## config.mk

```make
export PLATFORM = sky130hd
export DESIGN_NAME = uamsf_core
export DESIGN_NICKNAME = d
export VERILOG_FILES = /design/src/verilog/uamsf_pkg.sv /design/src/verilog/uamsf_core.sv
export VERILOG_INCLUDE_DIRS = /design/src /design/src/verilog
export SDC_FILE = /design/constraint.sdc
export NUM_CORES = 1
export LEC_CHECK = 0
export ABC_AREA = 1
export ABC_CLOCK_PERIOD_IN_PS = 11800
export BUFFER_PORTS_ARGS = -buffer_cell sky130_fd_sc_hd__buf_2
export CORE_MARGIN = 5
export CORE_UTILIZATION = 60
export CTS_CLUSTER_SIZE = 14
export DETAILED_ROUTE_END_ITERATION = 8
export GPL_ROUTABILITY_DRIVEN = 0
export GPL_TIMING_DRIVEN = 0
export PLACE_DENSITY = 0.78
export SETUP_SLACK_MARGIN = 0.15
export SLEW_MARGIN = 20
export SYNTH_ARGS = -nofsm -noshare
export SYNTH_HDL_FRONTEND = slang
export SYNTH_SLANG_ARGS = --single-unit
```

## constraint.sdc

```tcl
create_clock -name clk_sys -period 11.8 [get_ports clk_sys]
set_clock_uncertainty 0.2 [all_clocks]
set_input_delay 2.36 -clock clk_sys [delete_from_list [all_inputs] [get_ports clk_sys]]
set_output_delay 2.36 -clock clk_sys [all_outputs]
set_load 0.02 [all_outputs]
```

## src/verilog/uamsf_defs.svh

```systemverilog
/*
  Offsets, field positions, reset values and tick constants of the serial port block.
  Assumes inclusion by bare name; definitions only.
*/
`ifndef UAMSF_DEFS_SVH
`define UAMSF_DEFS_SVH
`define UAMSF_OFF_DATA 32'hFFFF0700
`define UAMSF_OFF_DIV 32'hFFFF0704
`define UAMSF_OFF_LCR 32'hFFFF070C
`define UAMSF_OFF_MCR 32'hFFFF0710
`define UAMSF_OFF_LSR 32'hFFFF0714
`define UAMSF_OFF_MS 32'hFFFF0718
`define UAMSF_OFF_SCR 32'hFFFF071C
`define UAMSF_OFF_NET 32'hFFFF0720
`define UAMSF_OFF_FRAC 32'hFFFF072C
`define UAMSF_OFF_IST 32'hFFFF0730
`define UAMSF_OFF_IMSK 32'hFFFF0734
`define UAMSF_OFF_MUX 32'hFFFF0738
`define UAMSF_RST_NET 8'h04
`define UAMSF_RST_LCR 8'h03
`define UAMSF_RST_DIV 16'h0001
`define UAMSF_RST_FRAC 16'h0000
`define UAMSF_RST_SCR 8'h00
`define UAMSF_FRAC_EN 15
`define UAMSF_NET_NETWORK_MODE_ENABLE 7
`define UAMSF_NET_E9BT 6
`define UAMSF_NET_NINE_BIT_WORD_SELECT 3
`define UAMSF_NET_ETD 2
`define UAMSF_NET_NAB 0
`define UAMSF_LCR_STB 2
`define UAMSF_LCR_PEN 3
`define UAMSF_LCR_EPS 4
`define UAMSF_MCR_DTR 0
`define UAMSF_MCR_RTS 1
`define UAMSF_FRAC_ONE 14'h0800
`define UAMSF_ACC_STEP 31'h0000_0800
`define UAMSF_TICK_LAST 4'hF
`define UAMSF_TICK_MID 4'h7
`endif

```

## src/verilog/uamsf_pkg.sv

```systemverilog
/*
  Types of the serial port block: modem inputs, pin function codes, pin drive
  carrier and engine states. Assumes nothing of its surroundings.
*/
package uamsf_pkg;
  typedef struct packed {
    logic dcd;
    logic ri;
    logic dsr;
    logic cts;
  } uamsf_modem_s;
  typedef enum logic [1:0] {UAMSF_PIN_GPIO, UAMSF_PIN_UART, UAMSF_PIN_ALT, UAMSF_PIN_PLA} uamsf_pin_e;
  typedef struct packed {
    logic [9:0] oe;
    logic [9:0] out;
  } uamsf_pins_s;
  typedef enum logic {UAMSF_TX_IDLE, UAMSF_TX_SEND} uamsf_tx_e;
  typedef enum logic [1:0] {UAMSF_RX_IDLE, UAMSF_RX_START, UAMSF_RX_DATA} uamsf_rx_e;
endpackage
```

## src/verilog/uamsf_core.sv

```systemverilog
/*
  Serial port core: register port, baud generator (integer or fractional),
  transmitter, receiver, modem status, network bits, pin mux and interrupt.
  Assumes pin inputs synchronous to clk_sys and a master that never waits.
*/
`timescale 1ns/10ps
`include "uamsf_defs.svh"
module uamsf_core import uamsf_pkg::*; (
  // clock and reset
  input wire logic clk_sys,
  input wire logic nrst,
  // register port
  input wire logic [31:0] addr,
  input wire logic [31:0] wdata,
  input wire logic wr_stb,
  input wire logic rd_stb,
  output logic [31:0] rdata,
  // shared pins
  input wire logic [9:0] pin_in,
  output uamsf_pins_s pins,
  // interrupt
  output logic irq
);
  function automatic logic hit(input logic [31:0] a, input logic [31:0] off);
    hit = (a == off);
  endfunction

  function automatic uamsf_pin_e code_of(input logic [19:0] m, input int i);
    code_of = uamsf_pin_e'(m[2*i +: 2]);
  endfunction

  function automatic logic par_of(input logic [7:0] d, input logic [3:0] w, input logic ev);
    logic [7:0] m;
    m = d & (8'hFF >> (4'h8 - w));
    par_of = ev ? ^m : ~^m;
  endfunction

  // start bit, data lsb first, optional ninth or parity bit, then stop ones
  function automatic logic [11:0] tx_frame(input logic [7:0] d, input logic [3:0] w,
      input logic n9, input logic address_marker_bit, input logic pe, input logic par);
    logic [11:0] f;
    logic [3:0] p;
    f = 12'hFFF;
    f[0] = 1'b0;
    for (int i = 0; i < 8; i++) begin
      if (i < w) begin
        f[1+i] = d[i];
      end
    end
    p = w + 4'h1;
    if (n9) begin
      f[p] = address_marker_bit;
      p = p + 4'h1;
    end
    if (pe) begin
      f[p] = par;
    end
    tx_frame = f;
  endfunction

  logic [15:0] dl_r, frac_r;
  logic [7:0] lcr_r, net_r, scr_r, thr_r, rbr_r;
  logic [1:0] mcr_r;
  logic [19:0] mux_r;
  logic [3:0] ist_r, imsk_r, dflag_r, mset, ev;
  logic thr_full_r, dr_r, ovr_r, pe_r, fe_r, rx9_r;
  uamsf_modem_s mdm_in, live_r;
  logic [29:0] acc_r, per;
  logic [30:0] acc_sum;
  logic tick_r;
  logic [15:0] dl_eff;
  logic [2:0] m_eff;
  logic [13:0] frac_mul;
  uamsf_tx_e tx_st_r;
  logic [11:0] tx_sh_r;
  logic [3:0] tx_cnt_r, tx_bit_r, tx_len_r;
  uamsf_rx_e rx_st_r;
  logic [10:0] rx_sh_r, rx_f;
  logic [3:0] rx_cnt_r, rx_bit_r;
  logic net_mode, ninth, par_en, tx_line, tx_oe, rxd, tx_done, rx_done, rx_err;
  logic [3:0] wl, rx_need, tx_len;
  logic [7:0] rx_d;
  logic [9:0] u_out, u_oe, a_out, a_oe, po_nxt, poe_nxt;
  logic wr_data, wr_div, wr_lcr, wr_mcr, wr_scr, wr_net, wr_frac, wr_ist, wr_imsk, wr_mux;
  logic rd_data, rd_lsr, rd_ms;
  logic [31:0] rd_val;

  // address decode of both strobes
  assign wr_data = wr_stb & hit(addr, `UAMSF_OFF_DATA);
  assign wr_div = wr_stb & hit(addr, `UAMSF_OFF_DIV);
  assign wr_lcr = wr_stb & hit(addr, `UAMSF_OFF_LCR);
  assign wr_mcr = wr_stb & hit(addr, `UAMSF_OFF_MCR);
  assign wr_scr = wr_stb & hit(addr, `UAMSF_OFF_SCR);
  assign wr_net = wr_stb & hit(addr, `UAMSF_OFF_NET);
  assign wr_frac = wr_stb & hit(addr, `UAMSF_OFF_FRAC);
  assign wr_ist = wr_stb & hit(addr, `UAMSF_OFF_IST);
  assign wr_imsk = wr_stb & hit(addr, `UAMSF_OFF_IMSK);
  assign wr_mux = wr_stb & hit(addr, `UAMSF_OFF_MUX);
  assign rd_data = rd_stb & hit(addr, `UAMSF_OFF_DATA);
  assign rd_lsr = rd_stb & hit(addr, `UAMSF_OFF_LSR);
  assign rd_ms = rd_stb & hit(addr, `UAMSF_OFF_MS);

  // software-written configuration; reserved frac bits 14:13 never stored
  always_ff @(posedge clk_sys or negedge nrst) begin
    if (!nrst) begin
      dl_r <= `UAMSF_RST_DIV;
      frac_r <= `UAMSF_RST_FRAC;
      lcr_r <= `UAMSF_RST_LCR;
      mcr_r <= 2'h0;
      scr_r <= `UAMSF_RST_SCR;
      net_r <= `UAMSF_RST_NET;
      imsk_r <= 4'h0;
      mux_r <= 20'h00000;
    end else begin
      if (wr_div) dl_r <= wdata[15:0];
      if (wr_frac) frac_r <= {wdata[15], 2'h0, wdata[12:0]};
      if (wr_lcr) lcr_r <= wdata[7:0];
      if (wr_mcr) mcr_r <= wdata[1:0];
      if (wr_scr) scr_r <= wdata[7:0];
      if (wr_net) net_r <= wdata[7:0];
      if (wr_imsk) imsk_r <= wdata[3:0];
      if (wr_mux) mux_r <= wdata[19:0];
    end
  end

  // frame shape; network mode drops parity and may add the marker bit
  assign net_mode = net_r[`UAMSF_NET_NETWORK_MODE_ENABLE];
  assign ninth = net_mode & (net_r[`UAMSF_NET_E9BT] | net_r[`UAMSF_NET_NINE_BIT_WORD_SELECT]);
  assign par_en = lcr_r[`UAMSF_LCR_PEN] & ~net_mode;
  assign wl = ninth ? 4'h8 : 4'h5 + {2'h0, lcr_r[1:0]};
  assign rx_need = wl + {3'h0, ninth} + {3'h0, par_en} + 4'h1;
  assign tx_len = rx_need + 4'h1 + {3'h0, lcr_r[`UAMSF_LCR_STB]};

  // 16x tick: period in 1/2048 cycles, integer divisor is the M=1,N=0 case
  assign dl_eff = (dl_r == 16'h0000) ? 16'h0001 : dl_r;
  assign m_eff = (frac_r[12:11] == 2'h0) ? 3'h4 : {1'b0, frac_r[12:11]};
  assign frac_mul = frac_r[`UAMSF_FRAC_EN] ? {m_eff, 11'h000} + {3'h0, frac_r[10:0]}
                                           : `UAMSF_FRAC_ONE;
  assign per = dl_eff * frac_mul;
  assign acc_sum = {1'b0, acc_r} + `UAMSF_ACC_STEP;

  always_ff @(posedge clk_sys or negedge nrst) begin
    if (!nrst) begin
      acc_r <= 30'h0;
      tick_r <= 1'b0;
    end else if (acc_sum >= {1'b0, per}) begin
      acc_r <= 30'(acc_sum - {1'b0, per});
      tick_r <= 1'b1;
    end else begin
      acc_r <= acc_sum[29:0];
      tick_r <= 1'b0;
    end
  end

  // transmitter: holding byte is loaded into the shifter when idle
  assign tx_line = tx_sh_r[0];
  assign tx_done = (tx_st_r == UAMSF_TX_SEND) & tick_r & (tx_cnt_r == `UAMSF_TICK_LAST) &
                   (tx_bit_r == tx_len_r - 4'h1);

  always_ff @(posedge clk_sys or negedge nrst) begin
    if (!nrst) begin
      tx_st_r <= UAMSF_TX_IDLE;
      tx_sh_r <= 12'hFFF;
      tx_cnt_r <= 4'h0;
      tx_bit_r <= 4'h0;
      tx_len_r <= 4'h0;
    end else begin
      unique case (tx_st_r)
        UAMSF_TX_IDLE: begin
          if (thr_full_r) begin
            tx_sh_r <= tx_frame(thr_r, wl, ninth, net_r[`UAMSF_NET_NAB], par_en,
                                par_of(thr_r, wl, lcr_r[`UAMSF_LCR_EPS]));
            tx_len_r <= tx_len;
            tx_cnt_r <= 4'h0;
            tx_bit_r <= 4'h0;
            tx_st_r <= UAMSF_TX_SEND;
          end
        end
        UAMSF_TX_SEND: begin
          if (tick_r) begin
            tx_cnt_r <= tx_cnt_r + 4'h1;
            if (tx_cnt_r == `UAMSF_TICK_LAST) begin
              tx_sh_r <= {1'b1, tx_sh_r[11:1]};
              tx_bit_r <= tx_bit_r + 4'h1;
              if (tx_done) tx_st_r <= UAMSF_TX_IDLE;
            end
          end
        end
      endcase
    end
  end

  // holding register; a write in the load cycle refills it
  always_ff @(posedge clk_sys or negedge nrst) begin
    if (!nrst) begin
      thr_r <= 8'h00;
      thr_full_r <= 1'b0;
    end else if (wr_data) begin
      thr_r <= wdata[7:0];
      thr_full_r <= 1'b1;
    end else if (tx_st_r == UAMSF_TX_IDLE) begin
      thr_full_r <= 1'b0;
    end
  end

  // receiver: start checked at mid-bit, then one sample each bit time
  assign rx_done = (rx_st_r == UAMSF_RX_DATA) & tick_r & (rx_cnt_r == `UAMSF_TICK_LAST) &
                   (rx_bit_r == rx_need - 4'h1);
  assign rx_f = {rxd, rx_sh_r[10:1]} >> (4'hB - rx_need);
  assign rx_d = rx_f[7:0] & (8'hFF >> (4'h8 - wl));
  assign rx_err = rx_done & (~rxd | (par_en & (rx_f[wl] != par_of(rx_d, wl, lcr_r[`UAMSF_LCR_EPS]))));

  always_ff @(posedge clk_sys or negedge nrst) begin
    if (!nrst) begin
      rx_st_r <= UAMSF_RX_IDLE;
      rx_sh_r <= 11'h7FF;
      rx_cnt_r <= 4'h0;
      rx_bit_r <= 4'h0;
    end else begin
      unique case (rx_st_r)
        UAMSF_RX_IDLE: begin
          if (!rxd) begin
            rx_st_r <= UAMSF_RX_START;
            rx_cnt_r <= 4'h0;
          end
        end
        UAMSF_RX_START: begin
          if (tick_r) begin
            rx_cnt_r <= rx_cnt_r + 4'h1;
            if (rx_cnt_r == `UAMSF_TICK_MID) begin
              rx_st_r <= rxd ? UAMSF_RX_IDLE : UAMSF_RX_DATA; // glitch rejected
              rx_cnt_r <= 4'h0;
              rx_bit_r <= 4'h0;
            end
          end
        end
        default: begin // UAMSF_RX_DATA; the unused code also lands here
          if (tick_r) begin
            rx_cnt_r <= rx_cnt_r + 4'h1;
            if (rx_cnt_r == `UAMSF_TICK_LAST) begin
              rx_sh_r <= {rxd, rx_sh_r[10:1]};
              rx_bit_r <= rx_bit_r + 4'h1;
              if (rx_done) rx_st_r <= UAMSF_RX_IDLE;
            end
          end
        end
      endcase
    end
  end

  // received word and line flags; a new event beats a clearing read
  always_ff @(posedge clk_sys or negedge nrst) begin
    if (!nrst) begin
      rbr_r <= 8'h00;
      rx9_r <= 1'b0;
      dr_r <= 1'b0;
      ovr_r <= 1'b0;
      pe_r <= 1'b0;
      fe_r <= 1'b0;
    end else begin
      if (rx_done) begin
        rbr_r <= rx_d;
        rx9_r <= ninth & rx_f[wl];
      end
      dr_r <= rx_done | (dr_r & ~rd_data);
      ovr_r <= (rx_done & dr_r & ~rd_data) | (ovr_r & ~rd_lsr);
      pe_r <= (rx_done & par_en & (rx_f[wl] != par_of(rx_d, wl, lcr_r[`UAMSF_LCR_EPS]))) |
              (pe_r & ~rd_lsr);
      fe_r <= (rx_done & ~rxd) | (fe_r & ~rd_lsr);
    end
  end

  // modem inputs read as inactive when their pin is not in code 01
  assign mdm_in.cts = (code_of(mux_r, 3) == UAMSF_PIN_UART) & pin_in[3];
  assign mdm_in.ri = (code_of(mux_r, 4) == UAMSF_PIN_UART) & pin_in[4];
  assign mdm_in.dcd = (code_of(mux_r, 5) == UAMSF_PIN_UART) & pin_in[5];
  assign mdm_in.dsr = (code_of(mux_r, 6) == UAMSF_PIN_UART) & pin_in[6];
  assign rxd = (code_of(mux_r, 0) == UAMSF_PIN_UART) ? pin_in[0] :
               (code_of(mux_r, 8) == UAMSF_PIN_ALT) ? pin_in[8] : 1'b1;
  assign mset = {mdm_in.dcd ^ live_r.dcd, mdm_in.ri & ~live_r.ri,
                 mdm_in.dsr ^ live_r.dsr, mdm_in.cts ^ live_r.cts};

  // change flags: set wins so an edge in the read cycle survives
  always_ff @(posedge clk_sys or negedge nrst) begin
    if (!nrst) begin
      live_r <= '0;
      dflag_r <= 4'h0;
    end else begin
      live_r <= mdm_in;
      dflag_r <= mset | (dflag_r & {4{~rd_ms}});
    end
  end

  // sticky events, write one to clear, set beats clear
  assign ev = {rx_err, |mset, tx_done, rx_done};
  always_ff @(posedge clk_sys or negedge nrst) begin
    if (!nrst) begin
      ist_r <= 4'h0;
      irq <= 1'b0;
    end else begin
      ist_r <= ev | (ist_r & ~(wr_ist ? wdata[3:0] : 4'h0));
      irq <= |(ist_r & imsk_r);
    end
  end

  // per-function drive; tx only three-states in network mode with driver off
  assign tx_oe = ~net_mode | net_r[`UAMSF_NET_ETD];
  assign u_out = {2'h0, mcr_r[`UAMSF_MCR_DTR], 4'h0, mcr_r[`UAMSF_MCR_RTS], tx_line, 1'b0};
  assign u_oe = {2'h0, 1'b1, 4'h0, 1'b1, tx_oe, 1'b0};
  assign a_out = {tx_line, 9'h000};
  assign a_oe = {tx_oe, 9'h000};

  // GPIO and logic-array codes belong to other blocks, so pins stay undriven
  for (genvar g = 0; g < 10; g++) begin : g_pin
    assign po_nxt[g] = (code_of(mux_r, g) == UAMSF_PIN_UART) ? u_out[g] :
                       (code_of(mux_r, g) == UAMSF_PIN_ALT) ? a_out[g] : 1'b0;
    assign poe_nxt[g] = (code_of(mux_r, g) == UAMSF_PIN_UART) ? u_oe[g] :
                        (code_of(mux_r, g) == UAMSF_PIN_ALT) ? a_oe[g] : 1'b0;
  end

  always_ff @(posedge clk_sys or negedge nrst) begin
    if (!nrst) begin
      pins <= '0;
    end else begin
      pins.out <= po_nxt;
      pins.oe <= poe_nxt;
    end
  end

  // read mux; data stand only in the cycle after the strobe
  always_comb begin
    rd_val = 32'h0;
    if (hit(addr, `UAMSF_OFF_DATA)) rd_val = {24'h0, rbr_r};
    if (hit(addr, `UAMSF_OFF_DIV)) rd_val = {16'h0, dl_r};
    if (hit(addr, `UAMSF_OFF_LCR)) rd_val = {24'h0, lcr_r};
    if (hit(addr, `UAMSF_OFF_MCR)) rd_val = {30'h0, mcr_r};
    if (hit(addr, `UAMSF_OFF_LSR)) begin
      rd_val = {24'h0, rx9_r, tx_st_r == UAMSF_TX_IDLE && !thr_full_r, !thr_full_r,
                1'b0, fe_r, pe_r, ovr_r, dr_r};
    end
    if (hit(addr, `UAMSF_OFF_MS)) rd_val = {24'h0, live_r, dflag_r};
    if (hit(addr, `UAMSF_OFF_SCR)) rd_val = {24'h0, scr_r};
    if (hit(addr, `UAMSF_OFF_NET)) rd_val = {24'h0, net_r};
    if (hit(addr, `UAMSF_OFF_FRAC)) rd_val = {16'h0, frac_r};
    if (hit(addr, `UAMSF_OFF_IST)) rd_val = {28'h0, ist_r};
    if (hit(addr, `UAMSF_OFF_IMSK)) rd_val = {28'h0, imsk_r};
    if (hit(addr, `UAMSF_OFF_MUX)) rd_val = {12'h0, mux_r};
  end

  always_ff @(posedge clk_sys or negedge nrst) begin
    if (!nrst) begin
      rdata <= 32'h0;
    end else begin
      rdata <= rd_stb ? rd_val : 32'h0;
    end
  end
endmodule

```

==> results.yml <==
clock_tree:
  cells_resized_by_post_cts_repair: 0
  clkSinkCount: 219
  cts-hold-fix-buffers: 0
  cts-buffers-inserted: 26
  cts_tree: "built"
  longest_clk_path_bufs: 3
  clk_root_buffer_cell: "sky130_fd_sc_hd__clkbuf_16"
  clkSlewWorstSetupHoldPaths_ns: 0.06
  clock_tree.htree_level_count: 1
  clkLatencyLatePin_ns: 0.55
  number_of_buffers_inserted_by_post_cts_setup_repair: 0
layout:
  layout.core_utilization: 0.668
  n_diodes: 0
  count_of_placed_standard_cells_in_the_final_layout_fillers_left_out: 3250
  layout.nets: 3172
  drive_above_1_share: 0.0860
  p_r_area_growth_vs_syn_pct: 9.96
setup_path:
  rr_startpoint: "frac_r[15]"
  timing.critical_path.required_ns: 11.99
  worst_setup_path_end_kind: "register"
  rr_worst_depth: 27
  crit_path_top_delay_cell: "sky130_fd_sc_hd__nor4_1"
  path_class: "reg -> reg"
  endpoint_of_the_most_critical_setup_path: "acc_r[20]"
  reg2reg_slack_ns: 2.28
  path_max_fanout: 10
  startpoint: "frac_r[15]"
  slowest_delay_ns: 0.57
  worstReg2RegEnd: "acc_r[20]"
  critical-path-top-cell-by-count: "sky130_fd_sc_hd__fa_1"
  worstPathArrival_ns: 9.71
  start_kind: "register"
synthesis:
  post_synth_inst_count: 2640
  ys_ff_latch: 219
  proportion_of_register_bits_with_asynchronous_set_or_reset_after_synthesis: 1.00
  synth_cell_types: 58
  synth_sequential_area_ratio: 0.271
  syn_avg_cell_area_sq_um: 7.71
  synth-edff-count: 0
  synth_area_sq_mm: 0.0204
  synth-main-ff-cell: "sky130_fd_sc_hd__dfrtp_1"
  ys_warn_count: 0
pwr:
  power.ir.vdd_worst_mv: 0.165
  leakage_uw: 0.0117
  cellPowerDensity_mw_per_mm2: 89.6
  fin_total_pwr_uw: 2010
placed_design:
  dp.cells: 3202
  portBuffers: 89
  dpl.hpwl_um: 45000
timing:
  finalHoldViolations: 0
  slew_viol_final: 0
  period_minus_slack_ns: 9.52
  timing.slew.headroom: 0.403
  timing_worst_slew_pin_value_ns: 0.889
  report.final.setup_viol: 0
  min_period_over_period: 0.807
  totalNegativeSetupSlack_ns: 0
  maxClockFrequency_ghz: 0.105
  whs_ns: 0.276
  rsz0062_at_grt: "false"
job:
  max_cap_viol_count: 0
global_routing:
  globalRouteOverflowTotal: 0
  via_count_of_the_first_global_routing_pass: 18500
  antenna_found_initial: 0
  grt.total_usage: 0.297
  first_pass_grt_wire_length_um: 92400
  grt_max_degree: 86
routing:
  routed_wirelength_um: 57000
  final_antenna_net_count: 0
  detailroute.via_count: 18700
  routed-wl-met2_um: 27200
  wire_per_inst_um: 17.5
  drt_first_iter_violations: 1722
  detail_route.drc_violations: 0
  dr.max_layer_used: "met4"
  detail_route.vias_per_cell: 5.76
  drtPass1Iterations: 6
  met3_routed_wirelength_um: 5260
  wl_met1_um: 21700
run_status:
  status: "finished, final reports clean"
floorplanning:
  row_count: 67
  placeableCoreArea_sq_mm: 0.0335
  design.portCount: 131
  floorplan.initialDensity: 0.607
  dieWidth_um: 194
  die_height_um: 194
  fp.dieArea_sq_mm: 0.0377
worst_hold_path:
  worst_hold_path_type: "reg -> reg"
cell usage after synthesis (all sizes together) (7+ instances only):
master,number,area share
clkinv,9,0.0017
a31oi,7,0.0022
o21a,12,0.0044
buf,34,0.012
xor2,39,0.017
xnor2,44,0.019
nor3,19,0.0047
ha,145,0.089
or2,10,0.0031
a21oi,136,0.035
nor4,19,0.0058
dfstp,26,0.034
o21ai,221,0.055
nand2,607,0.11
nand3,117,0.029
dfrtp,193,0.24
o21bai,7,0.0026
inv,393,0.072
nor2,301,0.058
nand4,25,0.0077
clkbuf,49,0.0090
fa,167,0.16
layout make-up:
| class | count | area [sq um] |
|---|---|---|
| clock buffers | 42 | 791 |
| repair buffers | 91 | 510 |
| fillers | 2805 | 11100 |
| flip-flops and latches | 219 | 5510 |
| multi-input cells | 1959 | 13000 |
| well taps | 448 | 561 |
| clock inverters | 6 | 78.8 |
| inverters | 402 | 1510 |
| plain buffers | 83 | 425 |
metrics by stage:
step | cell area, sq um | setup WS, ns
finish | 22400 | 2.28
floorplan | 20400 | 4.07
detailed placement | 21500 | 2.49
global placement | 21500 | 2.61
global route | 22400 | 1.78
CTS | 22400 | 2.47
registers in the layout (all words and copies together) (netlist names), 4 cells and up:
register / count
mux_r: 20
tx_sh_r: 12
rbr_r: 8
rdata: 20
rx_bit_r: 4
dflag_r: 4
tx_len_r: 4
frac_r: 14
tx_cnt_r: 4
acc_r: 30
dl_r: 16
thr_r: 8
scr_r: 8
live_r: 4
net_r: 8
tx_bit_r: 4
rx_sh_r: 10
ist_r: 4
rx_cnt_r: 4
pins: 8
lcr_r: 8
imsk_r: 4
routing by layer:
metal,up-vias,GRT usage
li1,8669,-
met1,8977,0.375
met2,863,0.501
met3,216,0.0632
met4,0,0.120
met5,-,0
critical path, delay by kind of cell (launching register included):
kind | cells | cell delay, ns
fa+ha+maj | 8 | 3.99
xor+xnor | 1 | 0.18
compound gates | 4 | 0.93
buf+inv | 6 | 1.48
flops | 1 | 0.43
simple gates | 8 | 2.13
cell families after synthesis:
logic type,count (synthesis),synth area share
and+or+nand+nor,1107,0.226
buffers and inverters,485,0.0950
AOI/OAI and AO/OA,427,0.116
adders and majority gates,312,0.253
DFF,219,0.271
xor gates and xnor gates,83,0.0357
muxes,6,0.00320
other,1,0.000184
where the power goes:
group          internal [uW]  total, uW  switching [uW]
Clock                    481        804             323
Sequential               767        776            9.14
Combinational            160        426             266
Total                   1410       2010             598
layout by cell type, fill, tap and decap left out, types with 8 or more instances in the layout:
| cell | n |
|---|---|
| sky130_fd_sc_hd__clkbuf_16 | 26 |
| sky130_fd_sc_hd__nand4_1 | 25 |
| sky130_fd_sc_hd__dfrtp_1 | 193 |
| sky130_fd_sc_hd__nand2_1 | 594 |
| sky130_fd_sc_hd__dfstp_2 | 26 |
| sky130_fd_sc_hd__clkinv_1 | 9 |
| sky130_fd_sc_hd__ha_1 | 145 |
| sky130_fd_sc_hd__xnor2_1 | 44 |
| sky130_fd_sc_hd__clkbuf_8 | 8 |
| sky130_fd_sc_hd__clkbuf_1 | 57 |
| sky130_fd_sc_hd__nor4_1 | 19 |
| sky130_fd_sc_hd__a21oi_1 | 128 |
| sky130_fd_sc_hd__nor2_1 | 290 |
| sky130_fd_sc_hd__nor3_1 | 19 |
| sky130_fd_sc_hd__xor2_1 | 39 |
| sky130_fd_sc_hd__fa_1 | 167 |
| sky130_fd_sc_hd__buf_2 | 95 |
| sky130_fd_sc_hd__a21oi_2 | 8 |
| sky130_fd_sc_hd__buf_4 | 24 |
| sky130_fd_sc_hd__conb_1 | 24 |
| sky130_fd_sc_hd__inv_1 | 389 |
| sky130_fd_sc_hd__nand3_1 | 116 |
| sky130_fd_sc_hd__nand2_2 | 12 |
| sky130_fd_sc_hd__o21a_1 | 12 |
| sky130_fd_sc_hd__o21ai_0 | 217 |
worst min path at each step:
stage                      startpoint     endpoint  slack, ns  cells after the start
after floorplan           tx_cnt_r[3]  tx_cnt_r[3]       0.24                      1
after global placement    tx_cnt_r[3]  tx_cnt_r[3]       0.26                      1
after detailed placement   tx_sh_r[5]   tx_sh_r[5]       0.27                      2
after CTS                  tx_sh_r[5]   tx_sh_r[5]       0.28                      2
after global routing         mux_r[7]    live_r[0]       0.30                      1
final                      tx_sh_r[5]   tx_sh_r[5]       0.28                      2
(Power assumes the default switching activity.)
